## src/modulus_defines.svh

```systemverilog
// Constants for the programmable modulus and source priority block.
// Assumes inclusion by bare name from the design and verification files.
// Contract
// - Ramp generator doubles as auxiliary accumulator
// - Output frequency equals clock times (word+A/B)/2^32
// - Auxiliary accumulator adds A, wraps at B
// - Each wrap adds one LSB to phase
// - Modulus mode owns frequency exclusively
// - Modulus mode stops ramp sweeping phase, amplitude
// - Modulus mode phase comes from selected profile
// - Profile amplitude needs output keying enable bit
// - Ramp second; other parameters from profiles
// - Profiles third, drive all three parameters
// - Parallel port lowest, only when unclaimed
// - Profile beats parallel port on tuning word
// - Ramp uses 32, 16, 12 upper bits
// - Output keying overrides every other amplitude source
// - Profile pins applied at next data clock
`ifndef MODULUS_DEFINES_SVH
`define MODULUS_DEFINES_SVH

`define ADDR_CTRL_ONE 8'h00
`define ADDR_CFR2 8'h01
`define ADDR_TUNING 8'h04
`define ADDR_DEN 8'h05
`define ADDR_NUM 8'h06
`define ADDR_STATUS 8'h0A
`define ADDR_PROF_BASE 8'h0B
`define ADDR_PROF_END 8'h1B

`define KEYING_EN_BIT 8
`define KEYING_AUTO_BIT 9
`define CFR2_PROF_EN 23
`define CFR2_PAR_EN 22
`define CFR2_RAMP_DEST_MSB 21
`define CFR2_RAMP_DEST_LSB 20
`define CFR2_RAMP_EN 19
`define CFR2_MOD_EN 18
`define CFR2_PAR_DEST_MSB 17
`define CFR2_PAR_DEST_LSB 16

`define PROF_PH_MSB 15
`define PROF_PH_LSB 0
`define PROF_AMP_MSB 27
`define PROF_AMP_LSB 16
`define WORD_PH_LSB 16
`define WORD_AMP_LSB 20

`define RST_WORD 32'h0000_0000
`define RST_PHASE 16'h0000
`define AMP_FULL 12'hFFF
`define STATUS_PAD 28'h000_0000
`define DATA_DIV_LAST 5'h17

`endif

```

## src/modulus_pkg.sv

```systemverilog
// Types shared by the modulus and source priority design.
// Assumes the constants header is included by each design file.
package modulus_pkg;

   typedef struct packed {
      logic [31:0] freq;
      logic [15:0] phase;
      logic [11:0] amp;
   } dds_param_t;

   typedef enum logic [1:0] {
      DEST_FREQ = 2'h0,
      DEST_PHASE = 2'h1,
      DEST_AMP = 2'h3
   } dest_t;

   typedef struct packed {
      logic io_update;
      logic [2:0] profile;
      logic [31:0] data;
   } pin_bus_t;

endpackage

```

## src/pin_capture.sv

```systemverilog
// Pin synchronisers and the divide-by-24 data clock enable.
// Assumes pins are asynchronous to sys_clk.
`timescale 1ns/100ps
`include "modulus_defines.svh"

module pin_capture (
   // Clock and reset
   input wire logic sys_clk,
   input wire logic rst_b,
   // Raw pins
   input wire modulus_pkg::pin_bus_t pins_raw,
   // Synchronised pins and data clock enable
   output modulus_pkg::pin_bus_t pins_sync,
   output logic data_clk_en
);
   modulus_pkg::pin_bus_t meta_ff;
   modulus_pkg::pin_bus_t sync_ff;
   logic [4:0] div_ff;
   logic tick_ff;

   always_ff @(posedge sys_clk or negedge rst_b) begin
      if (!rst_b) begin
         meta_ff <= '0;
         sync_ff <= '0;
      end else begin
         meta_ff <= pins_raw;
         sync_ff <= meta_ff;
      end
   end

   // Data clock runs at one twenty-fourth of sys_clk
   always_ff @(posedge sys_clk or negedge rst_b) begin
      if (!rst_b) begin
         div_ff <= 5'h0;
         tick_ff <= 1'b0;
      end else begin
         tick_ff <= (div_ff == `DATA_DIV_LAST);
         if (div_ff == `DATA_DIV_LAST) begin
            div_ff <= 5'h0;
         end else begin
            div_ff <= div_ff + 5'h1;
         end
      end
   end

   assign pins_sync = sync_ff;
   assign data_clk_en = tick_ff;
endmodule

```

## src/aux_accum.sv

```systemverilog
// Auxiliary accumulator of the programmable modulus.
// Assumes the host keeps numerator below denominator.
`timescale 1ns/100ps
`include "modulus_defines.svh"

module aux_accum (
   // Clock and reset
   input wire logic sys_clk,
   input wire logic rst_b,
   // Control
   input wire logic enable,
   input wire logic [31:0] numerator,
   input wire logic [31:0] denominator,
   // Result
   output logic wrap,
   output logic [31:0] accum
);
   logic [31:0] acc_ff;
   logic [32:0] sum;
   logic [32:0] nxt_acc;

   always_comb begin
      sum = {1'b0, acc_ff} + {1'b0, numerator};
      wrap = enable && (sum >= {1'b0, denominator});
      nxt_acc = wrap ? sum - {1'b0, denominator} : sum;
   end

   // Cleared while idle so a new modulus starts from a known phase
   always_ff @(posedge sys_clk or negedge rst_b) begin
      if (!rst_b) begin
         acc_ff <= `RST_WORD;
      end else if (!enable) begin
         acc_ff <= `RST_WORD;
      end else begin
         acc_ff <= nxt_acc[31:0];
      end
   end

   assign accum = acc_ff;
endmodule

```

## src/modulus_priority.sv

```systemverilog
// Programmable modulus phase accumulator and parameter source mux.
// Assumes ramp and keying sources are on sys_clk; pins are not.
`timescale 1ns/100ps
`include "modulus_defines.svh"

module modulus_priority (
   // Clock and reset
   input wire logic sys_clk,
   input wire logic rst_b,
   // Register port
   input wire logic reg_wr_en,
   input wire logic reg_rd_en,
   input wire logic [7:0] reg_addr,
   input wire logic [31:0] reg_wdata,
   output logic [31:0] reg_rdata,
   // Pins
   input wire logic io_update,
   input wire logic [2:0] profile_select_pins,
   input wire logic [31:0] par_data,
   // Internal modulation sources
   input wire logic [31:0] ramp_value,
   input wire logic [11:0] output_keying_amp,
   // Results
   output modulus_pkg::dds_param_t dds_param,
   output logic [31:0] phase_accum,
   output logic ramp_claimed
);
   // Buffered and active registers
   logic [31:0] ctrl1_buf_ff;
   logic [31:0] cfr2_buf_ff;
   logic [31:0] tune_buf_ff;
   logic [31:0] den_buf_ff;
   logic [31:0] num_buf_ff;
   logic [31:0] ctrl1_ff;
   logic [31:0] cfr2_ff;
   logic [31:0] tune_ff;
   logic [31:0] den_ff;
   logic [31:0] num_ff;
   logic [31:0] prof_mem [0:15];
   logic [31:0] rdata_ff;
   logic [31:0] nxt_rdata;
   logic upd_q_ff;
   logic upd_pulse;
   logic prof_hit;
   logic [3:0] prof_idx;

   // Pin capture
   modulus_pkg::pin_bus_t pins_raw;
   modulus_pkg::pin_bus_t pins_sync;
   logic data_clk_en;
   logic [2:0] prof_sel_ff;
   logic [31:0] par_ff;

   // Source selection
   logic mod_on;
   logic ramp_sweep;
   logic prof_en;
   logic par_en;
   logic keying_en;
   logic keying_auto;
   modulus_pkg::dest_t ramp_dest;
   modulus_pkg::dest_t par_dest;
   logic [31:0] prof_freq;
   logic [15:0] prof_phase;
   logic [11:0] prof_amp;
   modulus_pkg::dds_param_t nxt_param;
   modulus_pkg::dds_param_t param_ff;

   // Phase accumulation
   logic aux_wrap;
   logic [31:0] phase_ff;
   logic [31:0] nxt_phase;
   logic claim_ff;

   assign pins_raw = '{io_update: io_update, profile: profile_select_pins, data: par_data};

   pin_capture u_pins (
      .sys_clk(sys_clk),
      .rst_b(rst_b),
      .pins_raw(pins_raw),
      .pins_sync(pins_sync),
      .data_clk_en(data_clk_en)
   );

   assign upd_pulse = pins_sync.io_update && !upd_q_ff;
   assign prof_hit = (reg_addr >= `ADDR_PROF_BASE) && (reg_addr < `ADDR_PROF_END);
   assign prof_idx = 4'(reg_addr - `ADDR_PROF_BASE);

   // Host writes land in buffers; io_update moves them to active
   always_ff @(posedge sys_clk or negedge rst_b) begin
      if (!rst_b) begin
         ctrl1_buf_ff <= `RST_WORD;
         cfr2_buf_ff <= `RST_WORD;
         tune_buf_ff <= `RST_WORD;
         den_buf_ff <= `RST_WORD;
         num_buf_ff <= `RST_WORD;
      end else if (reg_wr_en) begin
         if (reg_addr == `ADDR_CTRL_ONE) begin
            ctrl1_buf_ff <= reg_wdata;
         end else if (reg_addr == `ADDR_CFR2) begin
            cfr2_buf_ff <= reg_wdata;
         end else if (reg_addr == `ADDR_TUNING) begin
            tune_buf_ff <= reg_wdata;
         end else if (reg_addr == `ADDR_DEN) begin
            den_buf_ff <= reg_wdata;
         end else if (reg_addr == `ADDR_NUM) begin
            num_buf_ff <= reg_wdata;
         end
      end
   end

   always_ff @(posedge sys_clk or negedge rst_b) begin
      if (!rst_b) begin
         upd_q_ff <= 1'b0;
         ctrl1_ff <= `RST_WORD;
         cfr2_ff <= `RST_WORD;
         tune_ff <= `RST_WORD;
         den_ff <= `RST_WORD;
         num_ff <= `RST_WORD;
      end else begin
         upd_q_ff <= pins_sync.io_update;
         if (upd_pulse) begin
            ctrl1_ff <= ctrl1_buf_ff;
            cfr2_ff <= cfr2_buf_ff;
            tune_ff <= tune_buf_ff;
            den_ff <= den_buf_ff;
            num_ff <= num_buf_ff;
         end
      end
   end

   // Profiles are written straight through, with no buffering
   always_ff @(posedge sys_clk or negedge rst_b) begin
      if (!rst_b) begin
         for (int i = 0; i < 16; i++) begin
            prof_mem[i] <= `RST_WORD;
         end
      end else if (reg_wr_en && prof_hit) begin
         prof_mem[prof_idx] <= reg_wdata;
      end
   end

   // Profile pins and port data change only on the data clock
   always_ff @(posedge sys_clk or negedge rst_b) begin
      if (!rst_b) begin
         prof_sel_ff <= 3'h0;
         par_ff <= `RST_WORD;
      end else if (data_clk_en) begin
         prof_sel_ff <= pins_sync.profile;
         par_ff <= pins_sync.data;
      end
   end

   always_comb begin
      nxt_rdata = `RST_WORD;
      if (reg_addr == `ADDR_CTRL_ONE) begin
         nxt_rdata = ctrl1_ff;
      end else if (reg_addr == `ADDR_CFR2) begin
         nxt_rdata = cfr2_ff;
      end else if (reg_addr == `ADDR_TUNING) begin
         nxt_rdata = tune_ff;
      end else if (reg_addr == `ADDR_DEN) begin
         nxt_rdata = den_ff;
      end else if (reg_addr == `ADDR_NUM) begin
         nxt_rdata = num_ff;
      end else if (reg_addr == `ADDR_STATUS) begin
         nxt_rdata = {`STATUS_PAD, mod_on, prof_sel_ff};
      end else if (prof_hit) begin
         nxt_rdata = prof_mem[prof_idx];
      end
   end

   always_ff @(posedge sys_clk or negedge rst_b) begin
      if (!rst_b) begin
         rdata_ff <= `RST_WORD;
      end else if (reg_rd_en) begin
         rdata_ff <= nxt_rdata;
      end
   end

   assign mod_on = cfr2_ff[`CFR2_MOD_EN];
   assign ramp_sweep = cfr2_ff[`CFR2_RAMP_EN] && !mod_on;
   assign prof_en = cfr2_ff[`CFR2_PROF_EN];
   assign par_en = cfr2_ff[`CFR2_PAR_EN];
   assign keying_en = ctrl1_ff[`KEYING_EN_BIT];
   assign keying_auto = ctrl1_ff[`KEYING_AUTO_BIT];
   assign ramp_dest = modulus_pkg::dest_t'(cfr2_ff[`CFR2_RAMP_DEST_MSB:`CFR2_RAMP_DEST_LSB]);
   assign par_dest = modulus_pkg::dest_t'(cfr2_ff[`CFR2_PAR_DEST_MSB:`CFR2_PAR_DEST_LSB]);
   assign prof_freq = prof_mem[{prof_sel_ff, 1'b0}];
   assign prof_phase = prof_mem[{prof_sel_ff, 1'b1}][`PROF_PH_MSB:`PROF_PH_LSB];
   assign prof_amp = prof_mem[{prof_sel_ff, 1'b1}][`PROF_AMP_MSB:`PROF_AMP_LSB];

   // Fixed priority: modulus, ramp, profiles, parallel port; on amplitude, output keying comes before ramp
   always_comb begin
      nxt_param.freq = tune_ff;
      if (mod_on) begin
         nxt_param.freq = tune_ff;
      end else if (ramp_sweep && ramp_dest == modulus_pkg::DEST_FREQ) begin
         nxt_param.freq = ramp_value;
      end else if (prof_en) begin
         nxt_param.freq = prof_freq;
      end else if (par_en && par_dest == modulus_pkg::DEST_FREQ) begin
         nxt_param.freq = par_ff;
      end

      nxt_param.phase = `RST_PHASE;
      if (ramp_sweep && ramp_dest == modulus_pkg::DEST_PHASE) begin
         nxt_param.phase = ramp_value[31:`WORD_PH_LSB];
      end else if (prof_en) begin
         nxt_param.phase = prof_phase;
      end else if (par_en && par_dest == modulus_pkg::DEST_PHASE) begin
         nxt_param.phase = par_ff[31:`WORD_PH_LSB];
      end

      // Without the keying enable the scaler stays at full scale
      nxt_param.amp = `AMP_FULL;
      if (!keying_en) begin
         nxt_param.amp = `AMP_FULL;
      end else if (keying_auto) begin
         nxt_param.amp = output_keying_amp;
      end else if (ramp_sweep && ramp_dest == modulus_pkg::DEST_AMP) begin
         nxt_param.amp = ramp_value[31:`WORD_AMP_LSB];
      end else if (prof_en) begin
         nxt_param.amp = prof_amp;
      end else if (par_en && par_dest == modulus_pkg::DEST_AMP) begin
         nxt_param.amp = par_ff[31:`WORD_AMP_LSB];
      end
   end

   always_ff @(posedge sys_clk or negedge rst_b) begin
      if (!rst_b) begin
         param_ff <= '{freq: `RST_WORD, phase: `RST_PHASE, amp: `AMP_FULL};
      end else begin
         param_ff <= nxt_param;
      end
   end

   // The ramp generator is lent out as the auxiliary accumulator
   aux_accum u_aux (
      .sys_clk(sys_clk),
      .rst_b(rst_b),
      .enable(mod_on),
      .numerator(num_ff),
      .denominator(den_ff),
      .wrap(aux_wrap),
      .accum()
   );

   // Carry adds one LSB, stretching the modulus to B times 2^32
   assign nxt_phase = phase_ff + param_ff.freq + {31'h0, aux_wrap};

   always_ff @(posedge sys_clk or negedge rst_b) begin
      if (!rst_b) begin
         phase_ff <= `RST_WORD;
         claim_ff <= 1'b0;
      end else begin
         phase_ff <= nxt_phase;
         claim_ff <= mod_on;
      end
   end

   assign reg_rdata = rdata_ff;
   assign dds_param = param_ff;
   assign phase_accum = phase_ff;
   assign ramp_claimed = claim_ff;
endmodule

```

## config.mk

```make
export PLATFORM = sky130hd
export DESIGN_NAME = modulus_priority
export DESIGN_NICKNAME = d
export VERILOG_FILES = /design/src/modulus_pkg.sv /design/src/pin_capture.sv /design/src/aux_accum.sv /design/src/modulus_priority.sv
export VERILOG_INCLUDE_DIRS = /design/src /design/src/src
export SDC_FILE = /design/constraint.sdc
export NUM_CORES = 2
export LEC_CHECK = 0
export BUFFER_PORTS_ARGS = -buffer_cell sky130_fd_sc_hd__buf_2
export CORE_ASPECT_RATIO = 0.5
export CORE_MARGIN = 3
export CORE_UTILIZATION = 30
export DETAILED_ROUTE_END_ITERATION = 7
export HOLD_SLACK_MARGIN = 0.15
export PLACE_DENSITY = 0.41
export SLEW_MARGIN = 25
export SYNTH_ARGS = -nofsm -noshare
export SYNTH_HDL_FRONTEND = slang
export SYNTH_SLANG_ARGS = --single-unit
```

## constraint.sdc

```tcl
create_clock -name sys_clk -period 8.7 [get_ports sys_clk]
set_input_delay 0 -clock sys_clk [delete_from_list [all_inputs] [get_ports sys_clk]]
set_output_delay 0 -clock sys_clk [all_outputs]
set_load 0.02 [all_outputs]
```

==> summary.txt <==
Status
  – Outcome: completed

Global route
  – Met1 Resource Use GR: 0.301
  – Pin count of the biggest net entering global routing: 169
  – Global Route met3 Usage: 0.0444
  – GR peak layer: met1
  – Met2 Use GR: 0.299
  – GR Overflow Total: 0
  – Initial antenna violation count: 27
  – Vias in the first global route: 37,400
  – GRT Total Usage: 0.203
  – First-pass GRT wire length: 276,000 um

Route
  – Total Wirelength: 191,000 um
  – Drt first-iter violations: 2,617
  – Number of detailed-route iterations in the first pass: 5
  – Drt wl/cell: 28.0 um
  – DRC viols: 0
  – Via Count: 35,900
  – Antenna-violating nets left: 0
  – Vias per Instance: 5.27

Yosys
  – Seq/Total Area, Yosys: 0.507
  – Synth Area in XOR/XNOR: 0.0130
  – Distinct cells, synth: 67
  – Simple-gate share of the synthesized area: 0.0418
  – Async SR Flop Fraction: 1.00
  – Syn_area_per_cell: 13.6 um2
  – Adder-cell share of the synthesized area: 0.0241
  – Syn_nets: 4,226
  – Count leader, synth: dfrtp_1
  – Largest family of logic cells by synthesized area: multiplexers
  – Compound-gate portion of the synthesized area: 0.0729
  – Mux contribution to synthesized area: 0.312
  – Cell count after synthesis: 3,999
  – Top cells by instance count after synthesis: 1,091 x dfrtp_1, 879 x mux2_2, 280 x mux4_2
  – Synth area leader: dfrtp_1
  – Main synth FF type: dfrtp_1
  – Synth area leaders: dfrtp_1 50%, mux2_2 18%, mux4_2 12%, ha_1 2.3%, mux2i_1 1.5%
  – Register bit total from synthesis: 1,103
  – Synth top area share: 0.501
  – EDFF count, synth: 0
  – Area of the mapped netlist: 54,500 um2
  – Synthesis Warnings: 0

Power and ir drop
  – Leakage power: 0.0294 uW
  – Power Total: 13,700 uW
  – P per Cell Area: 214 nW/um2
  – Max VDD drop: 196 uV

Worst setup path
  – Critical path depth in cells: 31
  – Reg-to-reg setup timing slack: 0.66 ns
  – Slowest CP cell: o41ai_4
  – Critical path class: register to register
  – Peak fanout along the critical path: 8
  – CP Data Required Time: 9.35 ns
  – Top delay family on crit path: compound AO/OA/AOI/OAI gates
  – Slowest Stage Delay on Critical Path: 0.49 ns
  – Startpoint types: register
  – Reg2reg path depth: 31
  – Capturing point of the worst reg2reg path: phase_accum[23]
  – RR Startpoint: num_ff[9]
  – Worst path arrival time: 8.69 ns
  – Worst setup EP type: register
  – CP bufs+invs: 3

Timing
  – Worst-Margin Slew: 1.08 ns
  – Clk_skew: 0.0243 ns
  – WHS: 0.215 ns
  – Setup_tns: 0 ns
  – Relative slew slack: 0.259
  – Endpoints failing setup: 0
  – Final worst-path cycle share: 0.925
  – Final hold violations: 0
  – RSZ-0062 raised after global routing: false
  – Clock period minus worst slack: 8.04 ns
  – Max Slew Vio Count: 0
  – Max Freq: 124 MHz

Clocking
  – CTS sink cnt: 1,103
  – Worst-path clk slew: 0.07 ns
  – Setup bufs post-CTS: 0
  – CTS tree: yes
  – Hold_buf cts: 206
  – Cts repair resizes: 0
  – Max Root-Sink Buffers: 3
  – Clock latency on the worst-skew pair: 0.73 ns
  – CTS buffer count: 113
  – H-tree lvl count: 3
  – Root buffer cell: clkbuf_16

Die
  – # rows: 109
  – Initial cell density of the core: 0.305
  – I/O pin total: 249
  – Die height: 307 um
  – Die span in x: 609 um
  – Core area: 179,000 um2
  – Die area: 187,000 um2

Flow run
  – Max Cap Viol: 0

Worst hold path
  – Hold Path Depth: 4
  – WHS Endpoint: dds_param[44]
  – Hold Startpoint: ramp_value[16]
  – Worst hold path class: input port to register

Final layout
  – Area Overhead vs Synth: 17.9%
  – Fin nets: 4,546
  – Finished Core Util: 0.360
  – Layout cells sized above 1: 0.397

Placement
  – Buffers on Ports: 248
  – Post-DP HPWL: 127,000 um
  – Routability cong.: 0.890
-- metrics by stage --
step                      setup WS [ns]  instance area (um2)  instances
final                             0.656                64200       6810
after detailed placement          0.771                58200       6382
after floorplan                    1.82                54500       3999
after CTS                         0.720                64100       6795
after global placement            0.796                58200       6380
after global routing             0.0154                64200       6802
-- power breakdown --
group | switching, uW | leakage [uW] | internal (uW)
registers | 291 | 0.0149 | 5490
clock network | 2160 | 0.00189 | 2920
logic | 1670 | 0.0126 | 1220
-- final cells by class --
type | count | area (um2)
fill | 17100 | 114000
timing repair buffer | 521 | 3990
sequential | 1103 | 27600
clock inverter | 42 | 468
inverter | 67 | 251
antenna | 13 | 32.5
clock buffer | 165 | 3340
multi-input combinational | 2513 | 25500
tap | 2386 | 2990
-- cell usage in the layout, fill, tap and decap left out, types with 66 or more instances in the layout --
master	instances
mux4_2	280
nand2_1	176
inv_1	66
dlygate4sd3_1	205
o21ai_0	128
ha_1	99
mux2_2	879
nor2_1	102
a211oi_1	103
clkbuf_16	114
dfrtp_1	1085
a21oi_1	149
buf_2	246
mux2i_1	78
-- registers in the layout, indices dropped and copies added, names as in the netlist --
| name | cells |
|---|---|
| prof_mem | 512 |
| dds_param | 60 |
| u_pins.meta_ff | 36 |
| u_pins.pins_sync | 36 |
| cfr2_buf_ff | 32 |
| cfr2_ff | 32 |
| ctrl1_buf_ff | 32 |
| ctrl1_ff | 32 |
| den_buf_ff | 32 |
| den_ff | 32 |
| num_buf_ff | 32 |
| num_ff | 32 |
| par_ff | 32 |
| phase_accum | 32 |
| reg_rdata | 32 |
| tune_buf_ff | 32 |
| tune_ff | 32 |
| u_aux.accum | 32 |
| u_pins.div_ff | 5 |
| prof_sel_ff | 3 |
| ramp_claimed | 1 |
| u_pins.data_clk_en | 1 |
| upd_q_ff | 1 |
-- how the worst max path moves through the flow --
stage                     from               to
floorplan           num_ff[10]  phase_accum[20]
global placement     num_ff[9]  phase_accum[23]
global route        num_ff[10]  phase_accum[23]
detailed placement  num_ff[10]  phase_accum[20]
CTS                  num_ff[9]  phase_accum[23]
finish               num_ff[9]  phase_accum[23]
-- logic make-up (layout without fill, tap and decap cells) --
group | after synthesis | count (layout)
flops | 1103 | 1103
simple gates | 493 | 493
buf+inv | 383 | 795
xor+xnor | 80 | 80
fa+ha+maj | 103 | 103
mux | 1239 | 1239
other cells | 0 | 13
compound gates | 598 | 598
-- layer usage --
layer / vias to the layer above / part of all wire
met3: 233 / 0.060
met5: - / 0
met2: 804 / 0.43
met4: 0 / 0.024
met1: 19400 / 0.49
li1: 15500 / -
-- worst reg2reg max path: cells and delay by family (launching register included) --
family / cells / cell delay [ns]
AOI/OAI and AO/OA: 18 / 4.67
xor gates and xnor gates: 1 / 0.14
adders and majority gates: 3 / 1.23
buffers and inverters: 3 / 0.39
DFF: 1 / 0.42
muxes: 1 / 0.15
and+or+nand+nor: 5 / 0.95
No activity file was read; power rests on OpenSTA's default activity.
